**config.mk**
```make
export PLATFORM = sky130hd
export DESIGN_NAME = dcr_top
export DESIGN_NICKNAME = d
export VERILOG_FILES = /design/src/shared/dcr_pkg.sv /design/src/core/dcr_bus_handshake.sv /design/src/core/dcr_delay_decode.sv /design/src/core/dcr_top.sv
export SDC_FILE = /design/constraint.sdc
export NUM_CORES = 1
export LEC_CHECK = 0
export ABC_AREA = 1
export BUFFER_PORTS_ARGS = -buffer_cell sky130_fd_sc_hd__clkbuf_2
export CAP_MARGIN = 40
export CORE_UTILIZATION = 30
export DETAILED_ROUTE_END_ITERATION = 8
export GPL_ROUTABILITY_DRIVEN = 0
export PLACE_DENSITY_LB_ADDON = 0.08
export SYNTH_ARGS = -nofsm -noshare
export SYNTH_HDL_FRONTEND = slang
export SYNTH_SLANG_ARGS = --single-unit
```
**constraint.sdc**
```tcl
create_clock -name core_clk -period 6.7 [get_ports core_clk]
set_input_delay 0.335 -clock core_clk [delete_from_list [all_inputs] [get_ports core_clk]]
set_output_delay 0.335 -clock core_clk [all_outputs]
set_load 0.02 [all_outputs]
```
**src/shared/dcr_pkg.sv**
```systemverilog
// Shared constants of the driver configuration register bank
package dcr_pkg;

  // Bus geometry: byte address, 32-bit data, one word per register index
  localparam int ADDR_W = 10;
  localparam int DATA_W = 32;
  localparam int BE_W = 4;

  // Register indices; byte address is four times the index
  localparam logic [7:0] ALGO_ONE_IDX = 8'ha0;
  localparam logic [7:0] ALGO_TWO_IDX = 8'ha2;
  localparam logic [7:0] GD_TWO_IDX = 8'hae;

  // Reset values
  localparam logic [31:0] ALGO_RESET = 32'h00000000;
  localparam logic [31:0] GD_TWO_RESET = 32'h01200000;

  // Field positions of gate_driver_config_two
  localparam int PARITY_BIT = 31;
  localparam int DELAY_COMP_BIT = 30;
  localparam int TD_MSB = 29;
  localparam int TD_LSB = 26;
  localparam int SEQ_OFF_BIT = 24;
  localparam int CUR_LIM_BIT = 23;
  localparam int VSEL_MSB = 22;
  localparam int VSEL_LSB = 21;

  // Regulator voltage codes
  localparam logic [1:0] VSEL_3V3 = 2'h0;
  localparam logic [1:0] VSEL_5V0 = 2'h1;
  localparam logic [1:0] VSEL_4V0 = 2'h2;
  localparam logic [1:0] VSEL_5V7 = 2'h3;

  // Current limit codes
  localparam logic CUR_LIM_600MA = 1'b0;
  localparam logic CUR_LIM_150MA = 1'b1;

  // Target delay timing: code n (1..15) means (n + 1) steps of 0.2 us
  localparam int CLK_PERIOD_NS = 8;
  localparam int TD_STEP_NS = 200;
  localparam int TD_STEP_CYC = (TD_STEP_NS + CLK_PERIOD_NS - 1) / CLK_PERIOD_NS;
  localparam int TD_CYC_W = 10;

  // Avalon response codes
  localparam logic [1:0] RESP_OKAY = 2'h0;
  localparam logic [1:0] RESP_DECODE_ERR = 2'h3;

endpackage

```
**src/core/dcr_bus_handshake.sv**
```systemverilog
`timescale 1ns/1ps
// Waitrequest sequencer: every request waits exactly one cycle, then is answered
module dcr_bus_handshake (
  // Clock and reset
  input wire logic core_clk,
  input wire logic reset,
  // Request strobes from the master
  input wire logic read,
  input wire logic write,
  // Answer
  output logic waitrequest,
  output logic capture
);

  logic wait_q;

  // A new request is first seen while waitrequest is still high
  assign capture = (read | write) & wait_q;
  assign waitrequest = wait_q;

  // Drop waitrequest for a single cycle; master releases at that edge
  always_ff @(posedge core_clk or posedge reset) begin
    if (reset) begin
      wait_q <= 1'b1;
    end else if (!wait_q) begin
      wait_q <= 1'b1;
    end else if (read | write) begin
      wait_q <= 1'b0;
    end
  end

endmodule // dcr_bus_handshake

```
**src/core/dcr_delay_decode.sv**
```systemverilog
`timescale 1ns/1ps
// Turns the target delay code into an auto flag and a delay in clock cycles
module dcr_delay_decode (
  // Clock and reset
  input wire logic core_clk,
  input wire logic reset,
  // Code from the configuration word
  input wire logic [3:0] code,
  // Decoded target
  output logic auto_mode,
  output logic [dcr_pkg::TD_CYC_W-1:0] delay_cycles
);

  import dcr_pkg::*;

  logic auto_q;
  logic [TD_CYC_W-1:0] cyc_q;

  assign auto_mode = auto_q;
  assign delay_cycles = cyc_q;

  // Code zero hands the delay to the slew-rate logic, others are 0.4..3.2 us
  always_ff @(posedge core_clk or posedge reset) begin
    if (reset) begin
      auto_q <= 1'b1;
      cyc_q <= '0;
    end else if (code == 4'h0) begin
      auto_q <= 1'b1;
      cyc_q <= '0;
    end else begin
      auto_q <= 1'b0;
      cyc_q <= TD_CYC_W'((TD_CYC_W'(code) + TD_CYC_W'(1)) * TD_STEP_CYC);
    end
  end

endmodule // dcr_delay_decode

```
**src/core/dcr_top.sv**
```systemverilog
`timescale 1ns/1ps
// Overview of operation
// - Bit 30 of the gate driver word enables driver delay compensation, reset zero.
// - Bits 29-26 pick auto delay at code zero, else 0.4 us to 3.2 us in 0.2 us steps.
// - Bit 24 resets to one (sequencing off) and is cleared only by writing a one.
// - Bit 23 selects the regulator current limit, zero 600 mA and one 150 mA, reset zero.
// - Bits 22-21 select 3.3, 5.0, 4.0 or 5.7 V as codes 0 to 3, reset code 1.
// - The algorithm words sit at A0h and A2h and reset to all zeros.
// - The gate driver word sits at AEh and resets to 01200000h as a whole.
module dcr_top (
  // Clock and reset
  input wire logic core_clk,
  input wire logic reset,
  // Avalon-MM slave
  input wire logic [dcr_pkg::ADDR_W-1:0] address,
  input wire logic read,
  input wire logic write,
  input wire logic [dcr_pkg::DATA_W-1:0] writedata,
  input wire logic [dcr_pkg::BE_W-1:0] byteenable,
  output logic [dcr_pkg::DATA_W-1:0] readdata,
  output logic [1:0] response,
  output logic waitrequest,
  // Gate driver controls
  output logic delay_comp_en,
  output logic target_delay_auto,
  output logic [dcr_pkg::TD_CYC_W-1:0] target_delay_cycles,
  // Regulator controls
  output logic regulator_sequencing_off,
  output logic regulator_current_limit_sel,
  output logic [1:0] regulator_voltage_sel,
  // Internal algorithm words
  output logic [dcr_pkg::DATA_W-1:0] algorithm_config_one,
  output logic [dcr_pkg::DATA_W-1:0] algorithm_config_two
);

  import dcr_pkg::*;

  // Register state
  logic [DATA_W-1:0] gd_two_q;
  logic [DATA_W-1:0] gd_two_d;
  logic [DATA_W-1:0] algo_one_q;
  logic [DATA_W-1:0] algo_two_q;
  logic [DATA_W-1:0] readdata_q;
  logic [1:0] response_q;

  // Bus decode
  logic capture;
  logic accept_wr;
  logic hit_gd;
  logic hit_one;
  logic hit_two;
  logic hit_any;

  // True when a byte address names the given register index exactly
  function automatic logic dcr_hit(input logic [ADDR_W-1:0] addr, input logic [7:0] idx);
    return (addr[1:0] == 2'h0) && (addr[ADDR_W-1:2] == idx);
  endfunction

  // Byte-lane merge of write data into the old word
  function automatic logic [DATA_W-1:0] dcr_merge(input logic [DATA_W-1:0] old,
                                                  input logic [DATA_W-1:0] wd,
                                                  input logic [BE_W-1:0] be);
    logic [DATA_W-1:0] res;
    res = old;
    for (int i = 0; i < BE_W; i++) begin
      if (be[i]) begin
        res[8*i +: 8] = wd[8*i +: 8];
      end
    end
    return res;
  endfunction

  // Handshake: one wait cycle, answer on the next
  dcr_bus_handshake u_handshake (
    .core_clk(core_clk),
    .reset(reset),
    .read(read),
    .write(write),
    .waitrequest(waitrequest),
    .capture(capture)
  );

  // Address decode; misaligned or unlisted addresses hit nothing
  assign hit_gd = dcr_hit(address, GD_TWO_IDX);
  assign hit_one = dcr_hit(address, ALGO_ONE_IDX);
  assign hit_two = dcr_hit(address, ALGO_TWO_IDX);
  assign hit_any = hit_gd | hit_one | hit_two;

  // Writes take effect only at the edge where waitrequest is low
  assign accept_wr = write & ~waitrequest;

  // Next gate driver word: plain lanes, then bit 24 as write-one-to-clear
  always_comb begin
    gd_two_d = dcr_merge(gd_two_q, writedata, byteenable);
    if (byteenable[SEQ_OFF_BIT/8]) begin
      // A zero written here must not set the bit back
      gd_two_d[SEQ_OFF_BIT] = gd_two_q[SEQ_OFF_BIT] & ~writedata[SEQ_OFF_BIT];
    end else begin
      gd_two_d[SEQ_OFF_BIT] = gd_two_q[SEQ_OFF_BIT];
    end
  end

  // Gate driver configuration word
  always_ff @(posedge core_clk or posedge reset) begin
    if (reset) begin
      gd_two_q <= GD_TWO_RESET;
    end else if (accept_wr && hit_gd) begin
      gd_two_q <= gd_two_d;
    end
  end

  // First internal algorithm word
  always_ff @(posedge core_clk or posedge reset) begin
    if (reset) begin
      algo_one_q <= ALGO_RESET;
    end else if (accept_wr && hit_one) begin
      algo_one_q <= dcr_merge(algo_one_q, writedata, byteenable);
    end
  end

  // Second internal algorithm word
  always_ff @(posedge core_clk or posedge reset) begin
    if (reset) begin
      algo_two_q <= ALGO_RESET;
    end else if (accept_wr && hit_two) begin
      algo_two_q <= dcr_merge(algo_two_q, writedata, byteenable);
    end
  end

  // Read data is latched in the wait cycle so it stands during the answer
  always_ff @(posedge core_clk or posedge reset) begin
    if (reset) begin
      readdata_q <= '0;
      response_q <= RESP_OKAY;
    end else if (capture && read) begin
      if (hit_gd) begin
        readdata_q <= gd_two_q;
      end else if (hit_one) begin
        readdata_q <= algo_one_q;
      end else if (hit_two) begin
        readdata_q <= algo_two_q;
      end else begin
        readdata_q <= '0;
      end
      response_q <= hit_any ? RESP_OKAY : RESP_DECODE_ERR;
    end
  end

  // Target delay decode is registered, so it trails the field by one cycle
  dcr_delay_decode u_delay_decode (
    .core_clk(core_clk),
    .reset(reset),
    .code(gd_two_q[TD_MSB:TD_LSB]),
    .auto_mode(target_delay_auto),
    .delay_cycles(target_delay_cycles)
  );

  // Outputs come straight from the stored fields
  assign readdata = readdata_q;
  assign response = response_q;
  assign delay_comp_en = gd_two_q[DELAY_COMP_BIT];
  assign regulator_sequencing_off = gd_two_q[SEQ_OFF_BIT];
  assign regulator_current_limit_sel = gd_two_q[CUR_LIM_BIT];
  assign regulator_voltage_sel = gd_two_q[VSEL_MSB:VSEL_LSB];
  assign algorithm_config_one = algo_one_q;
  assign algorithm_config_two = algo_two_q;
endmodule // dcr_top

```
**Word level (Yosys, flattened, before mapping)**

Cells that the tools add are included.

- Output and inout bits: 115
- Input port bits: 50
- Register bits after elaboration: 142

- Equal/unequal tests: 3
- Multiply operators: 1
- Bitwise logic cells: 8
- Reduce and logical (&&, ||, !) cells: 21
- Add/subtract/negate cells: 1
- Mux-type cells: 8

Operator list:

| operator | count |
|---|---|
| 32-bit two-way mux | 3 |
| 32-bit by 5-bit multiplier with 10-bit output, second input constant | 1 |
| 8-bit == test, second input constant | 3 |
| 2-bit AND reduction | 12 |
| 10-bit two-way mux | 1 |
| 1-bit logical AND | 7 |
| 4-bit by 1-bit adder with 5-bit output, second input constant | 1 |
| 4-bit zero test | 1 |
| 1-bit AND | 3 |
| 1-bit two-way mux | 3 |
| 1-bit OR | 3 |
| 2-bit zero test | 1 |
| 2-bit two-way mux | 1 |
| 1-bit NOT | 2 |

**Longest topological paths before layout**

Gate-level depths: netlist of the first run.

- Depth after elaboration: 5
- Depth in mapped cells: 14
- Mapped depth without buffers: 14

**By module**

A second synthesis of the first run with hierarchy kept.

- Cell total of the unflattened synthesis: 905
- Area, all modules: 7069.3 um^2

By module, submodules not included:

| module | times used | cells an instance | area an instance (um^2) |
|---|---|---|---|
| dcr_top | 1 | 805 | 6232.2 |
| dcr_delay_decode | 1 | 94 | 790.8 |
| dcr_bus_handshake | 1 | 6 | 46.3 |

**Worst setup path before layout of the first run**

OpenSTA, ideal clock, no wires.

- Path type: reg2reg
- From: register gd_two_q[26]
- To: register u_delay_decode.cyc_q[9] (netlist: u_delay_decode.delay_cycles[9])
- Path buffers: 0
- Arrival time: 2.364 ns
- Period minus slack after synthesis: 2.483 ns
- Path slack: 4.217 ns
- Cell stages (with the launch flop): 12
- Cell sequence: dfrtp_1 ha_1 nand2_1 nor2_1 ha_1 ha_1 ha_1 ha_1 nand2_1 o21a_1 a21oi_1 nor2_1

- Word-level cells in the longest chain between the ends: 3
- Elaborated cells on any way between the ends: 4
- Classes of those cells: add/sub: 1; mul: 1; mux: 1; reduce/logical: 1

RTL lines:

| what | RTL line | RTL |
|---|---|---|
| from (decl) | dcr_top.sv:39 | `logic [DATA_W-1:0] gd_two_q;` |
| from (signal assigned) | dcr_top.sv:108 | `gd_two_q <= gd_two_d;` |
| 4-bit by 1-bit adder with 5-bit output | dcr_delay_decode.sv:32 | `cyc_q <= TD_CYC_W'((TD_CYC_W'(code) + TD_CYC_W'(1)) * TD_STEP_CYC);` |
| 32-bit by 5-bit multiplier with 10-bit output | dcr_delay_decode.sv:32 |  |
| 10-bit two-way mux (*) | dcr_delay_decode.sv:27 | `end else if (code == 4'h0) begin` |
| to (signal assigned) | dcr_delay_decode.sv:32 |  |
| to (decl) | dcr_delay_decode.sv:17 | `logic [TD_CYC_W-1:0] cyc_q;` |

Every way passes the cells marked *; elsewhere a longest branch is shown, timed or not.
A chain may end at the register's enable or synchronous reset.

**Worst setup path in the final report of the first run**

- From: input port address[3] in the netlist's numbering
- To: register gd_two_q[6]

- Word-level cells in the longest chain between the ends: 4

RTL lines:

| what | RTL line | RTL |
|---|---|---|
| from (decl) | dcr_top.sv:15 | `input wire logic [dcr_pkg::ADDR_W-1:0] address,` |
| 8-bit == test | dcr_top.sv:56 | `return (addr[1:0] == 2'h0) && (addr[ADDR_W-1:2] == idx);` |
| 1-bit logical AND | dcr_top.sv:56 |  |
| 1-bit logical AND | dcr_top.sv:107 | `end else if (accept_wr && hit_gd) begin` |
| 2-bit AND reduction (no source line) | - |  |

Every way passes these cells.

==> results of run 1 <==
## layer usage
metal,track usage,vias to the layer above
met3,0.0378,13
met5,0,-
met1,0.263,3131
li1,-,3209
met2,0.317,149
met4,0.0514,0
## how the worst max path moves through the flow
stage               startpoint  depth (start not counted)                 endpoint  slack (ns)
floorplan                reset                          1  algorithm_config_one[0]        2.59
global placement    address[3]                         11             gd_two_q[15]        2.99
detailed placement  address[3]                         11             gd_two_q[19]        2.98
CTS                 address[3]                         11             gd_two_q[19]        3.41
global route        address[3]                         11              gd_two_q[6]        3.11
finish              address[3]                         11              gd_two_q[6]        3.44
## flip-flops by register name, summed over array words and instances (netlist names)
| register | flops |
|---|---|
| algorithm_config_one | 32 |
| u_delay_decode.delay_cycles | 10 |
| gd_two_q | 32 |
| u_handshake.waitrequest | 1 |
| u_delay_decode.auto_mode | 1 |
| response | 1 |
| readdata | 32 |
| algorithm_config_two | 32 |
## stage by stage
| step | power [mW] | hold slack, ns | utilization | instances | instance area (sq um) |
|---|---|---|---|---|---|
| floorplan | 0.947 | 0.398 | - | 919 | 7100 |
| global placement | 1.01 | 0.456 | 0.355 | 1351 | 8140 |
| detailed placement | 1.01 | 0.458 | 0.356 | 1352 | 8160 |
| CTS | 1.99 | 0.0807 | 0.382 | 1383 | 8760 |
| global route | 2.04 | 0.117 | 0.382 | 1383 | 8760 |
| finish | 1.97 | 0.0639 | 0.382 | 1383 | 8760 |
## critical path, cell delays in order
cell	delay (ns)
clkbuf_2	0.12
inv_2	0.05
nor2_4	0.06
buf_4	0.42
inv_2	0.08
nor2_4	0.68
nand2_2	0.75
clkinv_2	0.58
nand3_2	0.26
nand2_1	0.14
nand2_1	0.05
## layout by cell type, fill, tap and decap left out, types with 4 or more instances in the layout
master and count:
xor2_1 4, nor2_1 15, o21ai_1 7, ha_1 16, clkinv_2 5, nand3_1 196
clkbuf_2 164, dfstp_2 4, o21ai_0 4, nand2_1 335, nand4_1 27, a21oi_1 5
inv_1 90, nor2_4 6, clkbuf_16 17, buf_4 9, dfrtp_1 137
## power groups by stage
stage	logic (mW)	clock network, mW	registers [mW]
2_1_floorplan	0.0656	0	0.881
3_3_place_gp	0.129	0	0.877
3_5_place_dp	0.131	0	0.877
4_1_cts	0.132	0.999	0.861
5_1_grt	0.145	1.03	0.862
6_report	0.128	0.977	0.861
## layout make-up
class	instances	area [sq um]	share of cell area
multi-input combinational	627	2950	0.337
tap	313	392	0.0447
inverter	97	370	0.0423
clock buffer	20	457	0.0521
sequential	141	3530	0.403
timing repair buffer	174	916	0.105
clock inverter	11	143	0.0163
## kinds of logic (layout without fill, tap and decap cells)
family          count (synthesis)  count (layout)  share of synthesized area
simple gates                  586             586                      0.361
buf+inv                       151             302                     0.0896
flops                         141             141                      0.497
compound gates                 19              19                     0.0144
fa+ha+maj                      17              17                     0.0310
xor+xnor                        5               5                    0.00616
==> qor.txt, run 1 <==
number of DRC markers in iteration 0 - 404
Final ANT Viol Nets - 0
Diodes inserted - 0
largest net degree at the start of global routing - 86
io pins - 165
worst r2r src - gd_two_q[26]
Max Used Layer - met4
vias in the first global route - 6436
# DRC - 0
DP Worst Slack - 2.98 ns
number of flops mapped to enable cells by yosys - 0
cell with the most instances after synthesis - nand2_1
half-perimeter wire length after placement - 14600 um
Post-synth ARST share - 1.00
DIE HEIGHT - 156 um
root buffer cell - clkbuf_16
crit start category - primary input
Initial Utilization - 0.310
Yosys warnings - 0
CTS buffer count - 17
post-layout minimum cycle time - 3.26 ns
sequential share of power - 0.438
Yosys reg bits - 141
worst hold path type - primary input to asynchronous set/reset pin
port bufs - 164
first-pass GRT wire length - 36200 um
Core Area - 0.0229 sq mm
Slew headroom - 0.417
worst-path maximum fanout - 35
Clock Latency Late Sink - 0.43 ns
combinational share of power - 0.065
FMAX - 306 MHz
Post-Syn Area per Cell - 7.73 sq um
syn nets - 986
Clock Skew - 0.00915 ns
power density cells - 224 mW/mm^2
wl on met1 - 10500 um
worst-margin pin slew - 0.872 ns
max cap viols - 0
Area contributors post-synth - dfrtp_1, nand2_1, nand3_1
Internal - 1.49 mW
WP data required - 7.01 ns
Layout area overhead - 23.3%
status - finished, final reports clean
wire length per cell - 16.2 um
static leakage - 5.06 nW
GR Overflow Total - 0
crit path kind - primary input to register
Cell variety after synth - 29
Syn Std Cell Area - 0.00710 sq mm
Final Setup Violations - 0
Reg clk slew, reported paths - 0.06 ns
net count reported at finish - 1125
Post-Synthesis Cells - 919
Net Sw Power - 0.478 mW
vias per cell - 4.70
top-area cell type share of the netlist area - 0.483
Top FF cell, synth - dfrtp_1
Max Root-Sink Buffers - 2
cell taking the most area after synthesis - dfrtp_1
r2r setup slk - 3.89 ns
GRT Total Usage - 0.194
met3 WL post-DR - 1120 um
WL final - 22400 um
hold_buf cts - 0
switching share of total power - 0.243
CTS Sinks - 141
postcts setup bufs - 0
worst flop-to-flop path endpoint - u_delay_decode.delay_cycles[9]
met2 routed WL - 10700 um
cts repair resizes - 0
CTS tree - done
H-tree levels - 4
TNS Setup - 0 ns
Hold Vio Cnt, Final - 0
Final Slew Violations - 0
first-pass detailed-route iteration total - 5
critical path endpoint category - register
die area - 0.0243 sq mm
Final period util - 0.487
initial antenna violation count - 0
reg2reg path depth - 12
RSZ-0062 raised after global routing - no
DIE WIDTH - 156 um
worst vdd ir - 0.117 mV
post-synthesis sequential area ratio - 0.497
part of the power in the clock network - 0.497
min setup slack post-route - 3.44 ns
FP Rows - 55
most instantiated cells after synthesis - nand2_1, nand3_1, dfrtp_1
share of layout cells above drive strength 1 - 0.210
vias after detailed routing - 6502
CP Data Arrival Time - 3.57 ns
Fill cells - 2439
(Power assumes the default switching activity.)
==> run 2: changes to the inputs <==
Clock period 6.7 ns to 2.9 ns, I/O delays scaled along.
==> run 2 against run 1 <==
Against the previous run:
- sequential power grew 130%
- global-route usage grew 0.47 points
- wire length grew 2.6%
- critical path depth is the same
- worst hold slack lost 0.056 ns
- clock skew is essentially flat
- die area is the same
- critical path type is now register to register
==> qor.txt, run 2 (synthesis gave the netlist of run 1 again) <==
status - finished, final reports clean
CP Cell Sequence - ha_1 > xor2_1 > ha_1 > ha_1 > ha_1 > ha_1 > nand2_1 > inv_1 > nand4_1 > a21oi_1 > nor2_1
Core Area - 0.0229 sq mm (unchanged)
Hold Vio Cnt, Final - 0 (unchanged)
Clock Skew - 0.00914 ns (-0.0000162 ns)
worst flop-to-flop path endpoint - u_delay_decode.delay_cycles[9]
io pins - 165 (unchanged)
reg2reg path depth - 11 (-1)
port bufs - 164 (unchanged)
vias in the first global route - 6532 (+1.5%)
Layout area overhead - 28.2%
critical path endpoint category - register
Slowest-stage cell, CP - dfrtp_2
static leakage - 5.19 nW (+2.7%)
worst vdd ir - 0.326 mV (+180%)
DP Worst Slack - 0.146 ns (-2.83 ns)
first-pass GRT wire length - 36800 um (+1.6%)
DIE WIDTH - 156 um (unchanged)
vias after detailed routing - 6594 (+1.4%)
Area after DPL - 0.00820 sq mm (+0.51%)
Largest stage delay, worst path - 0.46 ns (-0.29 ns)
placed insts - 1359 (+0.52%)
CP Data Arrival Time - 2.94 ns (-0.63 ns)
RSZ-0062 raised after global routing - no
Slew headroom - 0.451 (+0.0338)
worst hold path type - primary input to register
Reg clk slew, reported paths - 0.06 ns (about the same)
Final ANT Viol Nets - 0 (unchanged)
r2r setup slk - 0.26 ns (-3.63 ns)
CTS Sinks - 141 (unchanged)
first-pass detailed-route iteration total - 4 (-1)
WL final - 23000 um (+2.6%)
net count reported at finish - 1164 (+3.5%)
WP data required - 3.20 ns (-3.81 ns)
power density cells - 491 mW/mm^2 (+120%)
most frequent cells in the layout - nand2_1, nand3_1, clkbuf_2, dfrtp_1, inv_1
most common cell after layout, fill and taps aside - nand2_1
root buffer cell - clkbuf_16
crit path kind - register to register
CTS tree - done
Final Slew Violations - 0 (unchanged)
# DRC - 0 (unchanged)
Max Root-Sink Buffers - 2 (unchanged)
wire length per cell - 16.2 um (-0.32%)
number of DRC markers in iteration 0 - 322 (-20%)
worst hold path endpoint - gd_two_q[26]
initial antenna violation count - 0 (unchanged)
FMAX - 379 MHz
FP Rows - 55 (unchanged)
worst-path maximum fanout - 7 (-80%)
TNS Setup - 0 ns (unchanged)
worst-margin pin slew - 0.824 ns (-0.0476 ns)
post-layout minimum cycle time - 2.64 ns
GR Overflow Total - 0 (unchanged)
share of layout cells above drive strength 1 - 0.210 (-0.000370)
worst r2r src - gd_two_q[26]
Initial Utilization - 0.310 (unchanged)
vias per cell - 4.63 (-1.4%)
max cap viols - 0 (unchanged)
total power - 4.48 mW (+130%)
Clock Latency Late Sink - 0.42 ns (about the same)
min setup slack post-route - 0.262 ns (-3.17 ns)
die area - 0.0243 sq mm (unchanged)
DIE HEIGHT - 156 um (unchanged)
Diodes inserted - 0 (unchanged)
half-perimeter wire length after placement - 14800 um (+1.5%)
GRT Total Usage - 0.199 (+0.00466)
Final period util - 0.910
final non-filler cell area - 0.00911 sq mm (+3.9%)
crit start category - register
H-tree levels - 4 (unchanged)
Worst path most repeated cell - ha_1
postcts setup bufs - 0 (unchanged)
hold path startpoint - writedata[26]
CTS buffer count - 17 (unchanged)
Layout Cells excl Fill - 1423 (+2.9%)
Final Setup Violations - 0 (unchanged)
Hold Path Cell Cnt - 3
largest net degree at the start of global routing - 142 (+65%)
## run 2: repair_timing
item	4_1_cts	5_1_grt
endpoints found under the hold margin	79	0
hold buffers	32	0
endpoints found under the setup margin	0	2
resized for setup	0	3
## run 2: how the worst max path moves through the flow
stage                     slack, ns  depth (start not counted)          from                              to
after floorplan                0.42                         11  gd_two_q[26]  u_delay_decode.delay_cycles[9]
after global placement         0.17                         12  gd_two_q[26]  u_delay_decode.delay_cycles[9]
after detailed placement       0.15                         12  gd_two_q[26]  u_delay_decode.delay_cycles[9]
after CTS                       0.1                         12  gd_two_q[26]  u_delay_decode.delay_cycles[9]
after global routing           0.03                         12  gd_two_q[26]  u_delay_decode.delay_cycles[9]
final                          0.26                         11  gd_two_q[26]  u_delay_decode.delay_cycles[9]
## run 2: stage by stage
stage	hold slack [ns]	util
2_1_floorplan	0.208	-
3_3_place_gp	0.313	0.358
4_1_cts	0.00357	0.397
5_1_grt	0.0131	0.397
3_5_place_dp	0.319	0.358
6_report	0.00775	0.397
## run 2: cell type report
| cell class | instances | area [sq um] |
|---|---|---|
| Fill cell | 2476 | 13800 |
| Sequential cell | 141 | 3530 |
| Multi-Input combinational cell | 627 | 2960 |
| Inverter | 97 | 369 |
| Clock buffer | 21 | 450 |
| Clock inverter | 11 | 121 |
| Tap cell | 313 | 392 |
| Timing Repair Buffer | 213 | 1280 |
## run 2: routing by layer
layer  vias up  track usage  share of wire
li1       3289            -              -
met1      3142        0.272           0.48
met2       153        0.327           0.47
met3        10       0.0358          0.038
met4         0       0.0444         0.0072
met5         -            0              0
## run 2: worst max-delay path: cells and delay by family, from the launching register on
kind	cells	cell delay, ns
fa+ha+maj	5	1.35
flops	1	0.46
xor+xnor	1	0.25
simple gates	3	0.23
compound gates	1	0.17
buf+inv	1	0.05
## run 2: where the power goes
group	internal, mW	leakage, nW	switching, mW	total, mW
Combinational	0.0990	2.98	0.230	0.329
Sequential	1.98	1.95	0.0111	1.99
Clock	1.29	0.265	0.869	2.15
==> run 3: changes to the inputs <==
Settings changed: CELL_PAD_IN_SITES_DETAIL_PLACEMENT from default to 0, CELL_PAD_IN_SITES_GLOBAL_PLACEMENT from default to 1.
==> run 3 against run 2 <==
Against the previous run:
- final cell count is essentially flat
- critical path depth is the same
- register-to-register slack is essentially flat
- die area is the same
- sequential share of layout area shrank 0.21 points
- non-clock buffer count grew 1
- combinational power grew 2%
- core utilization grew 0.22 points
- critical path type unchanged
==> qor.txt, run 3 (synthesis gave the netlist of run 1 again) <==
number of DRC markers in iteration 0 - 297 (-7.8%)
most frequent cells in the layout - nand2_1, nand3_1, clkbuf_2, dfrtp_1, inv_1
status - finished, final reports clean
crit path kind - register to register
CTS buffer count - 17 (unchanged)
Initial Utilization - 0.310 (unchanged)
power density cells - 506 mW/mm^2 (+3.0%)
port bufs - 164 (unchanged)
Reg clk slew, reported paths - 0.06 ns (about the same)
footprint of the multi-input gates - 0.00295 sq mm (-0.25%)
final non-filler cell area - 0.00916 sq mm (+0.55%)
DP Worst Slack - 0.183 ns (+0.0369 ns)
CP startpoint - gd_two_q[26]
DIE HEIGHT - 156 um (unchanged)
postcts setup bufs - 0 (unchanged)
max cap viols - 0 (unchanged)
worst vdd ir - 0.276 mV (-15%)
Final Setup Violations - 0 (unchanged)
Clock Latency Late Sink - 0.42 ns (about the same)
TNS Setup - 0 ns (unchanged)
Hold Vio Cnt, Final - 0 (unchanged)
Final period util - 0.914 (+0.00406)
worst-path maximum fanout - 7 (unchanged)
WL final - 23400 um (+1.7%)
CTS tree - done
# DRC - 0 (unchanged)
Slowest-stage cell, CP - dfrtp_2
min setup slack post-route - 0.251 ns (-0.0118 ns)
net count reported at finish - 1165 (+0.086%)
static leakage - 5.23 nW (+0.73%)
RSZ-0062 raised after global routing - no
CP Data Arrival Time - 2.96 ns (+0.02 ns)
most common cell after layout, fill and taps aside - nand2_1
share of layout cells above drive strength 1 - 0.206 (-0.00379)
Final Slew Violations - 0 (unchanged)
Diodes inserted - 0 (unchanged)
CP Cell Sequence - ha_1 > nand2_1 > nor2_1 > ha_1 > ha_1 > ha_1 > ha_1 > nand2_1 > o21a_1 > a21oi_1 > nor2_1
first-pass detailed-route iteration total - 5 (+1)
Core Area - 0.0229 sq mm (unchanged)
CTS Sinks - 141 (unchanged)
hold path startpoint - writedata[26]
worst hold path type - primary input to register
register area - 0.00353 sq mm (unchanged)
Layout Cells excl Fill - 1424 (+0.070%)
placed insts - 1359 (unchanged)
WP data required - 3.21 ns (about the same)
vias per cell - 4.68 (+1.1%)
Area after DPL - 0.00822 sq mm (+0.18%)
io pins - 165 (unchanged)
Largest stage delay, worst path - 0.44 ns (-0.02 ns)
FP Rows - 55 (unchanged)
critical path endpoint category - register
initial antenna violation count - 0 (unchanged)
first-pass GRT wire length - 37400 um (+1.7%)
Worst path most repeated cell - ha_1
worst r2r src - gd_two_q[26]
Final ANT Viol Nets - 0 (unchanged)
half-perimeter wire length after placement - 14900 um (+0.70%)
H-tree levels - 4 (unchanged)
Slew headroom - 0.557 (+0.106)
root buffer cell - clkbuf_16
vias after detailed routing - 6669 (+1.1%)
post-layout minimum cycle time - 2.65 ns (+0.0118 ns)
Layout area overhead - 28.9%
FMAX - 377 MHz (-0.44%)
DIE WIDTH - 156 um (unchanged)
worst-margin pin slew - 0.663 ns (-0.161 ns)
die area - 0.0243 sq mm (unchanged)
Fill cells - 2465 (-0.44%)
largest net degree at the start of global routing - 83 (-42%)
GRT Total Usage - 0.203 (+0.00353)
total power - 4.63 mW (+3.5%)
Max Root-Sink Buffers - 2 (unchanged)
wire length per cell - 16.4 um (+1.6%)
crit start category - register
GR Overflow Total - 0 (unchanged)
vias in the first global route - 6674 (+2.2%)
Clock Skew - 0.00927 ns (+0.000130 ns)
run 3: cell count changes in the layout (fill, tap and decap cells not counted), sizes merged:
cell         delta
clkbuf          +6
clkinvlp        -5
clkinv          -2
bufinv          +1
dlygate4sd3     +1
run 3: layout make-up:
class,instances,area share
sequential,141,0.386
multi-input combinational,627,0.322
timing repair buffer,214,0.142
clock buffer,27,0.0549
tap,313,0.0428
inverter,97,0.0403
clock inverter,5,0.0113
run 3: per-stage QoR:
step | hold WS, ns | util
2_1_floorplan | 0.208 | -
3_3_place_gp | 0.292 | 0.359
3_5_place_dp | 0.281 | 0.359
4_1_cts | 0.00291 | 0.400
5_1_grt | 0.0123 | 0.400
6_report | 0.00696 | 0.400
run 3: worst paths after layout:
kind                            depth (start not counted)  slack, ns                              to
worst max register to register                         11       0.25  u_delay_decode.delay_cycles[9]
worst min register to register                          2       0.47                    gd_two_q[14]
max in group asynchronous                               4       2.05                    gd_two_q[26]
worst max-delay path                                   11       0.25  u_delay_decode.delay_cycles[9]
min in group asynchronous                               4       0.36         algorithm_config_two[6]
worst min-delay path                                    3      0.007                    gd_two_q[26]
run 3: report_power, final:
part	switching (mW)	total (mW)	internal, mW
Clock	0.860	2.31	1.45
Combinational	0.233	0.335	0.101
Sequential	0.0102	1.99	1.98
Total	1.10	4.63	3.53
run 3: repair_timing:
action / 4_1_cts / 5_1_grt
hold endpoints to repair: 220 / 0
hold buffers: 33 / 0
resized for setup: 0 / 1
endpoints found under the setup margin: 0 / 2
run 3: layer usage:
metal,vias to the layer above,routed length (um),global-route usage
met5,-,0,0
met4,0,265,0.0593
met3,22,899,0.0317
met2,158,11100,0.337
met1,3200,11200,0.271
li1,3289,-,-
run 3: worst max-delay path: cells and delay by family (launching register included):
family          cells  cell delay (ns)
compound gates      2             0.30
fa+ha+maj           5             1.41
flops               1             0.44
simple gates        4             0.39
